[src/common/pdaa_pkg.sv]
/*
 Package for the paged data address unit and bus arbiter: register offsets,
 page constants, arbiter slots and the carrier structs.
 Assumes a 32-bit Wishbone classic register bus with byte offsets.
*/
package pdaa_pkg;
	// ----------------------------------------------------------------
	// Register map
	// ----------------------------------------------------------------
	localparam logic [3:0]  ADDR_READ_PAGE   = 4'h0;
	localparam logic [3:0]  ADDR_WRITE_PAGE  = 4'h4;
	localparam logic [3:0]  ADDR_PRIORITY    = 4'h8;
	localparam logic [3:0]  ADDR_STATUS      = 4'hC;
	localparam int          READ_PAGE_W      = 10;
	localparam int          WRITE_PAGE_W     = 9;
	localparam int          PRIO_W           = 16;
	localparam logic [9:0]  PAGE_RESET       = 10'h001;
	// ----------------------------------------------------------------
	// Page boundaries
	// ----------------------------------------------------------------
	localparam logic [9:0]  PAGE_ZERO        = 10'h000;
	localparam logic [9:0]  PAGE_EDS_LAST    = 10'h1FF;
	localparam logic [9:0]  PAGE_PS_FIRST    = 10'h200;
	localparam logic [9:0]  PAGE_PS_LSW_LAST = 10'h2FF;
	localparam logic [9:0]  PAGE_PS_MSB_1ST  = 10'h300;
	localparam logic [9:0]  PAGE_PS_LAST     = 10'h3FF;
	localparam logic [9:0]  PAGE_FIRST       = 10'h001;
	localparam int          PS_BIT           = 9;
	localparam int          EA_TOP           = 15;
	// ----------------------------------------------------------------
	// Arbiter
	// ----------------------------------------------------------------
	localparam logic [15:0] PRIO_DEFAULT     = 16'h0000;
	localparam logic [15:0] PRIO_DMA_FIRST   = 16'h0020;
	localparam int          NUM_MASTERS      = 3;
	localparam int          MST_CPU          = 0;
	localparam int          MST_DMA          = 1;
	localparam int          MST_DBG          = 2;

	typedef enum logic [1:0] {
		MODE_DIRECT,
		MODE_PRE_POST,
		MODE_REG_OFFSET,
		MODE_MOD_BITREV
	} pdaa_mode_type;

	// Access request from an address generator
	typedef struct packed {
		logic          valid;
		logic          write;
		logic [15:0]   ea;
		logic          stack_ptr;
		logic          frame_ptr;
		logic          frame_active;
		logic          overflow;
		logic          underflow;
		pdaa_mode_type mode;
	} pdaa_req_type;

	typedef struct packed {
		logic          valid;
		logic          write;
		logic          prog_space;
		logic [23:0]   addr;
		logic          ea_top;
		logic          trap;
	} pdaa_addr_type;
endpackage

[src/rtl/pdaa_top.sv]
/*
 Paged data address unit with data-memory bus arbiter.
 Assumes requests come from logic on clk_i; EA carries the pointer value
 after modification, with overflow/underflow flagged by the generator.
*/
// Chosen here: the Wishbone register port and the register addresses.
`timescale 1ns/10ps
// What this block does
// - Read page above EA 14..0 when below 0x200
// - Write page above EA 14..0 on writes
// - Read page ten bits, write page nine
// - Read pages 0x200 up map program space
// - Writes never reach program space, no trap
// - Upper half with page zero traps
// - Both page registers reset to one
// - Writing zero leaves page register unchanged
// - EA bit 15 clear always page zero
// - Page adjust only pre/post indirect modes
// - Overflow increments page, sets bit 15
// - Underflow decrements page, sets bit 15
// - Offset/modulo/bitrev wrap, page untouched
// - Overflow at last pages, underflow at first pages, clears bit 15
// - Highest-priority requester granted, others held
// - Default order CPU, DMA, debugger
// - Priority 0x0020 puts DMA above CPU
// - Stack and active frame pointer unpaged
module pdaa_top
	import pdaa_pkg::*;
(
	input  wire logic                     clk_i,
	input  wire logic                     rst_i,
	input  wire logic                     ce_i,
	input  wire logic [31:0]              wb_adr_i,
	input  wire logic [31:0]              wb_dat_i,
	input  wire logic [3:0]               wb_sel_i,
	input  wire logic                     wb_we_i,
	input  wire logic                     wb_cyc_i,
	input  wire logic                     wb_stb_i,
	output logic      [31:0]              wb_dat_o,
	output logic                          wb_ack_o,
	input  wire pdaa_req_type             agu_req_i,
	output pdaa_addr_type                 mem_addr_o,
	output logic                          addr_trap_o,
	input  wire logic [NUM_MASTERS-1:0]   bus_req_i,
	output logic      [NUM_MASTERS-1:0]   bus_gnt_o
);
	// ----------------------------------------------------------------
	// Register bus
	// ----------------------------------------------------------------
	logic [READ_PAGE_W-1:0]  read_page_select_r;
	logic [WRITE_PAGE_W-1:0] write_page_select_r;
	logic [PRIO_W-1:0]       bus_master_priority_r;
	logic                    trap_seen_r;
	logic                    ack_r;
	logic [31:0]             rdata_r;
	logic                    bus_hit;
	logic                    bus_wr;
	logic [15:0]             wr_half;

	assign bus_hit = wb_cyc_i && wb_stb_i && !ack_r;
	assign bus_wr  = bus_hit && wb_we_i;
	assign wr_half = {wb_sel_i[1] ? wb_dat_i[15:8] : 8'h00, wb_sel_i[0] ? wb_dat_i[7:0] : 8'h00};

	// One wait-free ack per request, dropped the cycle after
	always_ff @(posedge clk_i)
	begin
		if (rst_i)
			ack_r <= 1'b0;
		else if (ce_i)
			ack_r <= bus_hit;
	end

	always_ff @(posedge clk_i)
	begin
		if (rst_i)
			rdata_r <= 32'h0000_0000;
		else if (ce_i && bus_hit)
		begin
			unique case (wb_adr_i[3:0])
				ADDR_READ_PAGE:  rdata_r <= {22'h00_0000, read_page_select_r};
				ADDR_WRITE_PAGE: rdata_r <= {23'h00_0000, write_page_select_r};
				ADDR_PRIORITY:   rdata_r <= {16'h0000, bus_master_priority_r};
				ADDR_STATUS:     rdata_r <= {31'h0000_0000, trap_seen_r};
				default:         rdata_r <= 32'h0000_0000;
			endcase
		end
	end

	assign wb_ack_o = ack_r;
	assign wb_dat_o = rdata_r;

	// ----------------------------------------------------------------
	// Address formation
	// ----------------------------------------------------------------
	logic        upper;
	logic        unpaged;
	logic [9:0]  page;
	logic        page_adj;
	logic        trap;
	logic [9:0]  rd_next;
	logic [8:0]  wr_next;
	logic        ea_top_nxt;
	logic        rd_step;
	logic        wr_step;

	// Stack pointer never paged; frame pointer too while active
	assign unpaged = agu_req_i.stack_ptr || (agu_req_i.frame_ptr && agu_req_i.frame_active);
	assign upper   = agu_req_i.ea[EA_TOP] && !unpaged;
	assign page    = agu_req_i.write ? {1'b0, write_page_select_r} : read_page_select_r;
	assign page_adj = (agu_req_i.overflow || agu_req_i.underflow) && !unpaged;

	// Page zero through the upper half traps; nothing else traps, writes included
	assign trap = agu_req_i.valid && upper && (page == PAGE_ZERO);

	always_comb
	begin
		rd_next    = read_page_select_r;
		wr_next    = write_page_select_r;
		ea_top_nxt = agu_req_i.ea[EA_TOP];
		rd_step    = 1'b0;
		wr_step    = 1'b0;
		if (agu_req_i.valid && page_adj)
		begin
			unique case (agu_req_i.mode)
				MODE_PRE_POST:
				begin
					// Adjust only if the pointer started in a paged window
					if (page != PAGE_ZERO)
					begin
						ea_top_nxt = 1'b1;
						if (agu_req_i.write)
						begin
							if (agu_req_i.overflow && page == PAGE_EDS_LAST)
								ea_top_nxt = 1'b0;
							else if (agu_req_i.overflow)
							begin
								wr_next = write_page_select_r + 9'h001;
								wr_step = 1'b1;
							end
							else if (page == PAGE_FIRST)
								ea_top_nxt = 1'b0;
							else
							begin
								wr_next = write_page_select_r - 9'h001;
								wr_step = 1'b1;
							end
						end
						else if (agu_req_i.overflow)
						begin
							if (page == PAGE_EDS_LAST || page == PAGE_PS_LAST)
								ea_top_nxt = 1'b0;
							else
							begin
								// 0x2FF steps to 0x300 by plain increment
								rd_next = read_page_select_r + 10'h001;
								rd_step = 1'b1;
							end
						end
						else
						begin
							if (page == PAGE_FIRST || page == PAGE_PS_FIRST)
								ea_top_nxt = 1'b0;
							else
							begin
								rd_next = read_page_select_r - 10'h001;
								rd_step = 1'b1;
							end
						end
					end
				end
				MODE_REG_OFFSET, MODE_MOD_BITREV:
					ea_top_nxt = 1'b1;
				MODE_DIRECT:
					ea_top_nxt = agu_req_i.ea[EA_TOP];
			endcase
		end
	end

	// ----------------------------------------------------------------
	// Page registers
	// ----------------------------------------------------------------
	// Software write wins over hardware stepping in the same cycle
	always_ff @(posedge clk_i)
	begin
		if (rst_i)
			read_page_select_r <= PAGE_RESET;
		else if (ce_i)
		begin
			if (bus_wr && wb_adr_i[3:0] == ADDR_READ_PAGE && |wb_sel_i[1:0])
			begin
				if (wr_half[READ_PAGE_W-1:0] != PAGE_ZERO)
					read_page_select_r <= wr_half[READ_PAGE_W-1:0];
			end
			else if (rd_step && !trap)
				read_page_select_r <= rd_next;
		end
	end

	always_ff @(posedge clk_i)
	begin
		if (rst_i)
			write_page_select_r <= PAGE_RESET[WRITE_PAGE_W-1:0];
		else if (ce_i)
		begin
			if (bus_wr && wb_adr_i[3:0] == ADDR_WRITE_PAGE && |wb_sel_i[1:0])
			begin
				if (wr_half[WRITE_PAGE_W-1:0] != PAGE_ZERO[WRITE_PAGE_W-1:0])
					write_page_select_r <= wr_half[WRITE_PAGE_W-1:0];
			end
			else if (wr_step && !trap)
				write_page_select_r <= wr_next;
		end
	end

	always_ff @(posedge clk_i)
	begin
		if (rst_i)
			bus_master_priority_r <= PRIO_DEFAULT;
		else if (ce_i && bus_wr && wb_adr_i[3:0] == ADDR_PRIORITY && |wb_sel_i[1:0])
			bus_master_priority_r <= wr_half;
	end

	// Sticky trap flag; set beats a clear in the same cycle
	always_ff @(posedge clk_i)
	begin
		if (rst_i)
			trap_seen_r <= 1'b0;
		else if (ce_i)
		begin
			if (trap)
				trap_seen_r <= 1'b1;
			else if (bus_wr && wb_adr_i[3:0] == ADDR_STATUS && wb_sel_i[0] && wb_dat_i[0])
				trap_seen_r <= 1'b0;
		end
	end

	// Registered address output
	always_ff @(posedge clk_i)
	begin
		if (rst_i)
		begin
			mem_addr_o  <= '0;
			addr_trap_o <= 1'b0;
		end
		else if (ce_i)
		begin
			addr_trap_o           <= trap;
			mem_addr_o.valid      <= agu_req_i.valid && !trap;
			mem_addr_o.write      <= agu_req_i.write;
			mem_addr_o.trap       <= trap;
			mem_addr_o.ea_top     <= ea_top_nxt;
			mem_addr_o.prog_space <= upper && !agu_req_i.write && read_page_select_r[PS_BIT];
			if (!upper)
				mem_addr_o.addr <= {8'h00, agu_req_i.ea};
			else if (agu_req_i.write)
				mem_addr_o.addr <= {write_page_select_r, agu_req_i.ea[14:0]};
			else
				mem_addr_o.addr <= {read_page_select_r[8:0], agu_req_i.ea[14:0]};
		end
	end

	// ----------------------------------------------------------------
	// Bus arbiter
	// ----------------------------------------------------------------
	logic dma_first;

	// Reserved priority values fall back to default order
	assign dma_first = (bus_master_priority_r == PRIO_DMA_FIRST);

	always_ff @(posedge clk_i)
	begin
		if (rst_i)
			bus_gnt_o <= '0;
		else if (ce_i)
		begin
			bus_gnt_o <= '0;
			if (dma_first && bus_req_i[MST_DMA])
				bus_gnt_o[MST_DMA] <= 1'b1;
			else if (bus_req_i[MST_CPU])
				bus_gnt_o[MST_CPU] <= 1'b1;
			else if (bus_req_i[MST_DMA])
				bus_gnt_o[MST_DMA] <= 1'b1;
			else if (bus_req_i[MST_DBG])
				bus_gnt_o[MST_DBG] <= 1'b1;
		end
	end

	// ----------------------------------------------------------------
	// Checks
	// ----------------------------------------------------------------
	logic pre_post_rd;

	// Qualified read step with no bus write racing it
	assign pre_post_rd = ce_i && agu_req_i.valid && page_adj && agu_req_i.mode == MODE_PRE_POST
		&& !agu_req_i.write && !bus_wr;

	AST_RESET_PAGE: assert property (@(posedge clk_i) $fell(rst_i) |-> read_page_select_r == PAGE_RESET
		&& write_page_select_r == PAGE_RESET[WRITE_PAGE_W-1:0])
		else $error("page register not one after reset");
	AST_ZERO_WRITE: assert property (@(posedge clk_i) disable iff (rst_i)
		(ce_i && bus_wr && wb_adr_i[3:0] == ADDR_READ_PAGE && wb_sel_i[1:0] == 2'h3 && wb_dat_i[9:0] == 10'h000)
		|=> $stable(read_page_select_r))
		else $error("zero write changed read page");
	AST_PAGE_NONZERO: assert property (@(posedge clk_i) disable iff (rst_i)
		read_page_select_r != PAGE_ZERO && write_page_select_r != PAGE_ZERO[WRITE_PAGE_W-1:0])
		else $error("page register reached zero");
	AST_LOW_HALF: assert property (@(posedge clk_i) disable iff (rst_i)
		(ce_i && !agu_req_i.ea[15]) |=> mem_addr_o.addr[23:16] == 8'h00 && !addr_trap_o)
		else $error("low half address paged");
	AST_UNPAGED: assert property (@(posedge clk_i) disable iff (rst_i)
		(ce_i && unpaged) |=> mem_addr_o.addr[23:16] == 8'h00)
		else $error("stack or frame pointer paged");

	// Unreachable while zero writes are ignored; kept against later changes
	AST_TRAP_ZERO: assert property (@(posedge clk_i) disable iff (rst_i)
		(ce_i && agu_req_i.valid && upper && page == PAGE_ZERO) |=> addr_trap_o && !mem_addr_o.valid)
		else $error("page zero access not trapped");
	AST_TRAP_STICKY: assert property (@(posedge clk_i) disable iff (rst_i)
		(ce_i && trap) |=> trap_seen_r)
		else $error("trap not recorded");
	AST_RD_VALID: assert property (@(posedge clk_i) disable iff (rst_i)
		(ce_i && agu_req_i.valid && !trap) |=> mem_addr_o.valid)
		else $error("untrapped request not passed on");
	AST_READ_ADDR: assert property (@(posedge clk_i) disable iff (rst_i)
		(ce_i && upper && !agu_req_i.write) |=> mem_addr_o.addr[23:15] == $past(read_page_select_r[8:0]))
		else $error("read address page bits wrong");
	AST_WRITE_ADDR: assert property (@(posedge clk_i) disable iff (rst_i)
		(ce_i && upper && agu_req_i.write) |=> mem_addr_o.addr[23:15] == $past(write_page_select_r))
		else $error("write address page bits wrong");
	AST_PROG_SPACE: assert property (@(posedge clk_i) disable iff (rst_i)
		(ce_i && upper && !agu_req_i.write && read_page_select_r[PS_BIT]) |=> mem_addr_o.prog_space)
		else $error("high read page not mapped to program space");
	AST_NO_PS_WRITE: assert property (@(posedge clk_i) disable iff (rst_i)
		(ce_i && agu_req_i.write) |=> !mem_addr_o.prog_space)
		else $error("write reached program space");

	AST_OVF_STEP: assert property (@(posedge clk_i) disable iff (rst_i)
		(ce_i && rd_step && agu_req_i.overflow && !trap && !bus_wr)
		|=> read_page_select_r == $past(read_page_select_r) + 10'h001)
		else $error("read page not incremented");
	AST_UDF_STEP: assert property (@(posedge clk_i) disable iff (rst_i)
		(ce_i && rd_step && agu_req_i.underflow && !agu_req_i.overflow && !trap && !bus_wr)
		|=> read_page_select_r == $past(read_page_select_r) - 10'h001)
		else $error("read page not decremented");
	AST_WRAP_MODE: assert property (@(posedge clk_i) disable iff (rst_i)
		(ce_i && agu_req_i.valid && page_adj && agu_req_i.mode == MODE_REG_OFFSET && !bus_wr)
		|=> $stable(read_page_select_r) && $stable(write_page_select_r) && mem_addr_o.ea_top)
		else $error("offset mode changed page");
	AST_EDGE_HOLD: assert property (@(posedge clk_i) disable iff (rst_i)
		(pre_post_rd && agu_req_i.overflow
		&& (read_page_select_r == PAGE_EDS_LAST || read_page_select_r == PAGE_PS_LAST))
		|=> $stable(read_page_select_r) && !mem_addr_o.ea_top)
		else $error("last page overflow not held");
	AST_CROSS_UP: assert property (@(posedge clk_i) disable iff (rst_i)
		(pre_post_rd && agu_req_i.overflow && read_page_select_r == PAGE_PS_LSW_LAST)
		|=> read_page_select_r == PAGE_PS_MSB_1ST && mem_addr_o.ea_top)
		else $error("window crossing upward wrong");
	AST_CROSS_DOWN: assert property (@(posedge clk_i) disable iff (rst_i)
		(pre_post_rd && agu_req_i.underflow && !agu_req_i.overflow && read_page_select_r == PAGE_PS_MSB_1ST)
		|=> read_page_select_r == PAGE_PS_LSW_LAST && mem_addr_o.ea_top)
		else $error("window crossing downward wrong");
	AST_UDF_HOLD: assert property (@(posedge clk_i) disable iff (rst_i)
		(pre_post_rd && agu_req_i.underflow && !agu_req_i.overflow
		&& (read_page_select_r == PAGE_FIRST || read_page_select_r == PAGE_PS_FIRST))
		|=> $stable(read_page_select_r) && !mem_addr_o.ea_top)
		else $error("first page underflow not held");

	AST_GNT_ONEHOT: assert property (@(posedge clk_i) disable iff (rst_i) $onehot0(bus_gnt_o))
		else $error("more than one grant");
	AST_ANY_GNT: assert property (@(posedge clk_i) disable iff (rst_i)
		(ce_i && |bus_req_i) |=> |bus_gnt_o)
		else $error("pending request left without grant");
	AST_DMA_FIRST: assert property (@(posedge clk_i) disable iff (rst_i)
		(ce_i && dma_first && bus_req_i[MST_DMA]) |=> bus_gnt_o[MST_DMA])
		else $error("raised dma not granted");
	AST_CPU_FIRST: assert property (@(posedge clk_i) disable iff (rst_i)
		(ce_i && !dma_first && bus_req_i[MST_CPU]) |=> bus_gnt_o[MST_CPU])
		else $error("cpu not granted first");
	AST_DBG_LAST: assert property (@(posedge clk_i) disable iff (rst_i)
		(ce_i && bus_req_i[MST_DBG] && (bus_req_i[MST_CPU] || bus_req_i[MST_DMA])) |=> !bus_gnt_o[MST_DBG])
		else $error("debugger granted over another master");

	// Ack may stand longer only while frozen
	AST_ACK_PULSE: assert property (@(posedge clk_i) disable iff (rst_i)
		(ce_i && wb_ack_o) |=> !wb_ack_o)
		else $error("ack held past one cycle");
	AST_FREEZE: assert property (@(posedge clk_i) disable iff (rst_i)
		!ce_i |=> $stable(read_page_select_r) && $stable(write_page_select_r) && $stable(bus_gnt_o)
		&& $stable(mem_addr_o))
		else $error("state moved while clock enable low");
endmodule // pdaa_top

[config.mk]
export PLATFORM = sky130hd
export DESIGN_NAME = pdaa_top
export DESIGN_NICKNAME = d
export VERILOG_FILES = /design/src/common/pdaa_pkg.sv /design/src/rtl/pdaa_top.sv
export SDC_FILE = /design/constraint.sdc
export NUM_CORES = 1
export LEC_CHECK = 0
export ABC_AREA = 1
export BUFFER_PORTS_ARGS = -buffer_cell sky130_fd_sc_hd__buf_4
export CAP_MARGIN = 5
export CORE_ASPECT_RATIO = 1.25
export CORE_MARGIN = 1
export CORE_UTILIZATION = 30
export CTS_CLUSTER_DIAMETER = 80
export DETAILED_ROUTE_END_ITERATION = 8
export PLACE_DENSITY = 0.61
export REMOVE_ABC_BUFFERS = 1
export SYNTH_ARGS = -nofsm -noshare
export SYNTH_HDL_FRONTEND = slang
export SYNTH_SLANG_ARGS = --single-unit
export TNS_END_PERCENT = 20
[constraint.sdc]
create_clock -name clk_i -period 2 [get_ports clk_i]
set_input_delay 0.1 -clock clk_i [delete_from_list [all_inputs] [get_ports clk_i]]
set_output_delay 0.1 -clock clk_i [all_outputs]
set_load 0.05 [all_outputs]
Word level (Yosys, flattened, before mapping)
Index checks and enable logic that the tools add are counted.
{"block": "op_classes", "n_addsub": 4, "n_eq_ne": 18, "mux": 54, "n_reduce_logical": 56}
{"operator": "2-to-1 mux 10 bit", "n": 11}
{"operator": "2-to-1 mux 9 bit", "n": 10}
{"operator": "one-hot mux 16 bit (4 select lines)", "n": 1}
{"operator": "2-to-1 mux 24 bit", "n": 2}
{"operator": "logical AND 1 bit", "n": 27}
{"operator": "2-to-1 mux 1 bit", "n": 26}
{"operator": "equality test 10 bit (second input constant)", "n": 2}
{"operator": "nonzero test 10 bit", "n": 2}
{"operator": "nonzero test 2 bit", "n": 10}
{"operator": "AND reduction 9 bit", "n": 2}
{"operator": "equality test 16 x 6 -> 1 bit (second input constant)", "n": 1}
{"operator": "2-to-1 mux 8 bit", "n": 2}
{"operator": "adder 10 x 1 -> 10 bit (second input constant)", "n": 1}
{"operator": "equality test 10 x 1 -> 1 bit (second input constant)", "n": 1}
{"operator": "equality test 10 x 9 -> 1 bit (second input constant)", "n": 1}
{"operator": "logical NOT 10 bit", "n": 1}
{"operator": "subtractor 10 x 1 -> 10 bit (second input constant)", "n": 1}
{"operator": "adder 9 x 1 -> 9 bit (second input constant)", "n": 1}
{"operator": "!= test 3 x 2 -> 1 bit (second input constant)", "n": 3}
{"operator": "nonzero test 9 bit", "n": 1}
{"operator": "subtractor 9 x 1 -> 9 bit (second input constant)", "n": 1}
{"operator": "equality test 4 bit (second input constant)", "n": 2}
{"operator": "!= test 2 x 1 -> 1 bit (second input constant)", "n": 4}
{"operator": "equality test 2 bit (second input constant)", "n": 2}
{"operator": "other kinds (10)", "n": 17}
{"block": "word_totals", "regBits": 101, "inputBits": 102, "output_inout_bits": 66, "elab_cells": 145}

Depth between registers and ports, before layout
{"block": "depth", "ltp_word": 12, "ltp_mapped": 17, "ltp_nobuf": 15}

Worst setup path after synthesis
No wires, ideal clock.
{"block": "synth_path", "path_type": "in2reg", "from": "input agu_req_i[3] in the netlist's numbering", "to": "register read_page_select_r[7]", "arrival_ps": 1828, "slack_ps": 59, "stages": 11, "n_path_buf": 1, "cell_sequence": "buf_2 inv_1 ha_1 a21oi_1 nand2_1 a21oi_1 o21bai_1 o21ai_0 nand2_1 nor2_1 nor2_1"}
{"block": "synth_via", "elab_chain_cells": 8}
{"element": "start: declaration", "line": "pdaa_top.sv:41", "source": "input wire pdaa_req_type agu_req_i,"}
{"element": "2-to-1 mux 1 bit", "line": "pdaa_top.sv:148", "source": "else if (agu_req_i.overflow)"}
{"element": "2-to-1 mux 1 bit", "line": "pdaa_top.sv:131", "source": "if (agu_req_i.write)"}
{"element": "2-to-1 mux 1 bit", "line": "pdaa_top.sv:128", "source": "if (page != PAGE_ZERO)"}
{"element": "2-to-1 mux 1 bit", "line": "pdaa_top.sv:124", "source": "unique case (agu_req_i.mode)"}
{"element": "2-to-1 mux 1 bit", "line": "pdaa_top.sv:122", "source": "if (agu_req_i.valid && page_adj)"}
{"element": "logical AND 1 bit", "line": "pdaa_top.sv:194", "source": "else if (rd_step && !trap)"}
{"element": "nonzero test 2 bit (no line)"}
{"element": "AND reduction 9 bit (no line)"}
{"element": "end signal: assignment", "line": "pdaa_top.sv:192", "source": "read_page_select_r <= wr_half[READ_PAGE_W-1:0];"}
{"element": "end signal: assignment", "line": "pdaa_top.sv:195", "source": "read_page_select_r <= rd_next;"}
{"element": "end: declaration", "line": "pdaa_top.sv:50", "source": "logic [READ_PAGE_W-1:0] read_page_select_r;"}
Parallel ways exist; a longest one is shown, timed or not. The select of a mux whose other input is x is not followed.
A chain may end at the register's enable or synchronous reset.

Final worst setup path
{"block": "layout_path", "from": "register read_page_select_r[5]", "to": "register read_page_select_r[9]"}
{"block": "layout_via", "elab_chain_cells": 12}
{"element": "branches (longest 12 deep; another with subtractor 10 x 1 -> 10 bit)"}
Several ways; the timed one is not identified. The select of a mux whose other input is x is not followed.

==> results.txt <==
----------------------------------------------------
[Run status]
  Outcome ... completed

[Yosys]
  Most used standard cells in the synthesized netlist ... sky130_fd_sc_hd__nand2_1 (164), sky130_fd_sc_hd__nor2_1 (93), sky130_fd_sc_hd__dfxtp_1 (85), sky130_fd_sc_hd__a21oi_1 (64), sky130_fd_sc_hd__inv_1 (62)
  Post-synthesis sequential area ratio ... 0.346
  Post-Synthesis Cell Area ... 4920 µm²
  Synth warnings ... 0
  Number of enable-type register cells in the synthesized netlist ... 0
  Top cells by area in the synthesized netlist ... sky130_fd_sc_hd__dfxtp_1 (35%), sky130_fd_sc_hd__nand2_1 (13%), sky130_fd_sc_hd__nor2_1 (7.1%), sky130_fd_sc_hd__a21oi_1 (6.5%), sky130_fd_sc_hd__o21ai_0 (5.7%)
  Dominant cell type by area after synthesis ... sky130_fd_sc_hd__dfxtp_1
  Share of async-settable or async-resettable flops after synthesis ... 0
  Number of synthesized register bits ... 85
  Primary FF master, synth ... sky130_fd_sc_hd__dfxtp_1
  Unique cell type count in the Yosys netlist ... 43
  Library cell with the highest instance count after synthesis ... sky130_fd_sc_hd__nand2_1
  Top cell type's share of synthesized area ... 0.346
  Count of mapped cells out of synthesis ... 730
  Mean instance size in the synthesized netlist ... 6.74 µm²

[Clock tree]
  TritonCTS clock tree ... built
  Setup repair bufs after CTS ... 0
  # H-tree levels ... 3
  Worst-skew pair later-pin latency ... 0.34 ns
  Number of buffers added by the clock tree synthesis step ... 9
  Clock input transition at the sequential cells of the worst setup and hold paths ... 0.06 ns
  CTS root buffer ... sky130_fd_sc_hd__clkbuf_16
  CTS max path bufs ... 2
  Number of clock sinks ... 85

[Global routing]
  Global-route wire length before repair ... 23500 µm
  Pin count of the biggest net entering global routing ... 44
  Total gr overflow ... 0
  Global Route Usage Sum ... 0.180
  Via count of the first global-routing pass ... 4782
  Number of antenna violations at the first check in global routing ... 0

[Die]
  Placement row count ... 51
  Horizontal die dimension ... 117 µm
  Core Area ... 15800 µm²
  I/O pin total ... 168
  Die footprint ... 16900 µm²
  Effective utilization at floorplan ... 0.311
  Height of the die ... 145 µm

[STA]
  Worst setup slack after layout ... 0.125 ns
  Worst clock skew on the final layout ... 0.00865 ns
  Slew margin rel. ... 0.650
  FMAX ... 0.533 GHz
  Unrepaired setup endpoints after global routing ... yes
  Total count of hold-check failures in the final report ... 0
  Finish-stage setup viols ... 0
  Transition time at the pin with the least slew margin ... 0.523 ns
  Minimum clock period after layout ... 1.88 ns
  Pins Over Slew Limit ... 0
  Tcrit/Tclk final ... 0.938

[Worst setup path]
  Class of the most critical setup path ... register to register
  Critical-path maximum fanout ... 4
  CP startpoint kind ... register
  Worst Path Arrival ... 2.11 ns
  Setup crit end kind ... register
  Required time reported for the critical path endpoint ... 2.23 ns

[Run]
  Max-cap violation count ... 0

[Cells and area]
  Post-route core utilization ... 0.409
  Total number of nets in the final design ... 991
  Antenna Diode Count ... 0
  Layout area overhead ... 31.8%
  Share of layout cells above drive strength 1 ... 0.227
  Fill cell count ... 1684

[Worst hold path]
  Classification of the worst-slack hold path ... primary input to register

[Power]
  Part of the total power dissipated in sequential elements ... 0.442
  Max VDD drop ... 0.000424 V
  Comb power frac ... 0.186
  Switching Power ... 0.00115 W
  Power per unit of standard cell area ... 612 nW/µm²
  Leakage Power ... 3.01 nW
  Internal power component ... 0.00282 W
  Clock share of power ... 0.373
  Net switching fraction of the power ... 0.289

[Placed design]
  Sum of net half-perimeters after detailed placement ... 11500 µm
  Worst Setup Slack post-DPL ... 0.0125 ns
  Count of buffers inserted at the top-level ports ... 105
  Global placer's final weighted congestion ... 0.847

[Routing]
  Post-DR wirelength/cell ... 14.0 µm
  Violation count after the first detailed-routing iteration ... 374
  Pre-antenna DRT Iters ... 5
  Routed vias ... 5223
  Post-detailed-routing wire length ... 15200 µm
  Number of routed nets with antenna violations ... 0
  Vias per Instance ... 4.80
  Post-detailed-route DRC marker count ... 0

----------------------------------------------------
-- power by group through the flow --
| stage | registers, W | clock network [W] | logic, W |
|---|---|---|---|
| detailed placement | 0.00179 | 0 | 0.000711 |
| CTS | 0.00175 | 0.00151 | 0.000734 |
| global route | 0.00175 | 0.00159 | 0.000800 |
| finish | 0.00175 | 0.00148 | 0.000735 |
| floorplan | 0.00189 | 0 | 0.000309 |
| global placement | 0.00179 | 0 | 0.000708 |
-- metrics by stage --
stage	setup TNS (ns)	cells	area (µm²)	hold slack [ns]	total power [W]
6_report	0	1087	6480	0.00400	0.00396
4_1_cts	0	1087	6460	0.00380	0.00400
5_1_grt	-0.0167	1087	6480	0.0387	0.00414
3_5_place_dp	0	1060	6080	0.328	0.00250
3_3_place_gp	0	1060	6080	0.326	0.00250
2_1_floorplan	-3.70	700	4710	0.162	0.00220
-- layer usage --
layer  global-route usage  part of all wire  vias to the layer above
li1                     -                 -                     2647
met1                0.220              0.43                     2368
met2                0.304              0.49                      182
met3               0.0246             0.057                       26
met4               0.0865             0.028                        0
met5                    0                 0                        -
-- final timing paths --
kind | start | endpoint | slack (ns) | depth (start not counted)
setup / recovery | read_page_select_r[5] | read_page_select_r[9] | 0.12 | 9
hold / removal | agu_req_i[11] | mem_addr_o[6] | 0.004 | 3
setup reg to reg | read_page_select_r[5] | read_page_select_r[9] | 0.12 | 9
hold reg to reg | mem_addr_o[25] | mem_addr_o[25] | 0.47 | 2
-- what timing repair did --
action,in CTS,in global routing
hold endpoints to repair,13,0
gates resized for setup,0,7
endpoints found under the setup margin,0,15
hold buffers,13,0
-- state kept, by name, indices dropped and copies added (netlist names) --
register and flops:
mem_addr_o 28, bus_master_priority_r 16, wb_dat_o 16, read_page_select_r 10, write_page_select_r 9, bus_gnt_o 3
addr_trap_o 1, trap_seen_r 1, wb_ack_o 1
-- cell usage in the layout, fill, tap and decap left out, types with 10 or more instances in the layout --
| master | instances |
|---|---|
| sky130_fd_sc_hd__nand4_1 | 10 |
| sky130_fd_sc_hd__buf_4 | 148 |
| sky130_fd_sc_hd__dfxtp_1 | 81 |
| sky130_fd_sc_hd__o21ai_0 | 55 |
| sky130_fd_sc_hd__nor2_1 | 93 |
| sky130_fd_sc_hd__dlygate4sd3_1 | 13 |
| sky130_fd_sc_hd__conb_1 | 16 |
| sky130_fd_sc_hd__nand2_1 | 164 |
| sky130_fd_sc_hd__nand3_1 | 36 |
| sky130_fd_sc_hd__nor3_1 | 11 |
| sky130_fd_sc_hd__inv_1 | 62 |
| sky130_fd_sc_hd__nand2_2 | 15 |
| sky130_fd_sc_hd__ha_1 | 15 |
| sky130_fd_sc_hd__a21oi_1 | 63 |
-- cell type report --
type / count / area [µm²] / area share
Timing Repair Buffer: 161 / 1240 / 0.192
Clock inverter: 2 / 12.5 / 0.00193
Clock buffer: 12 / 236 / 0.0365
Multi-Input combinational cell: 548 / 2770 / 0.427
Inverter: 67 / 251 / 0.0388
Tap cell: 212 / 265 / 0.0409
Sequential cell: 85 / 1710 / 0.263
-- kinds of logic (layout without fill, tap and decap cells) --
logic type | count (synthesis) | after routing | share of synthesized area
AO/OA/AOI/OAI | 152 | 152 | 0.171
buffers and inverters | 112 | 242 | 0.106
AND/OR/NAND/NOR | 354 | 354 | 0.314
other | 1 | 16 | 0.000763
XOR/XNOR | 9 | 9 | 0.0160
flip-flops | 85 | 85 | 0.346
adder cells (fa/ha/maj) | 17 | 17 | 0.0463
-- worst max-delay path: stages, from the launching register on --
cell and delay (ns):
sky130_fd_sc_hd__dfxtp_1 0.40, sky130_fd_sc_hd__ha_1 0.38, sky130_fd_sc_hd__nand2_1 0.09, sky130_fd_sc_hd__nor3_1 0.21
sky130_fd_sc_hd__o21ai_0 0.13, sky130_fd_sc_hd__nand4_1 0.17, sky130_fd_sc_hd__xor2_1 0.18, sky130_fd_sc_hd__nor2_1 0.06
sky130_fd_sc_hd__nor2_1 0.10, sky130_fd_sc_hd__nor2_1 0.05
No activity file was read; power rests on OpenSTA's default activity.
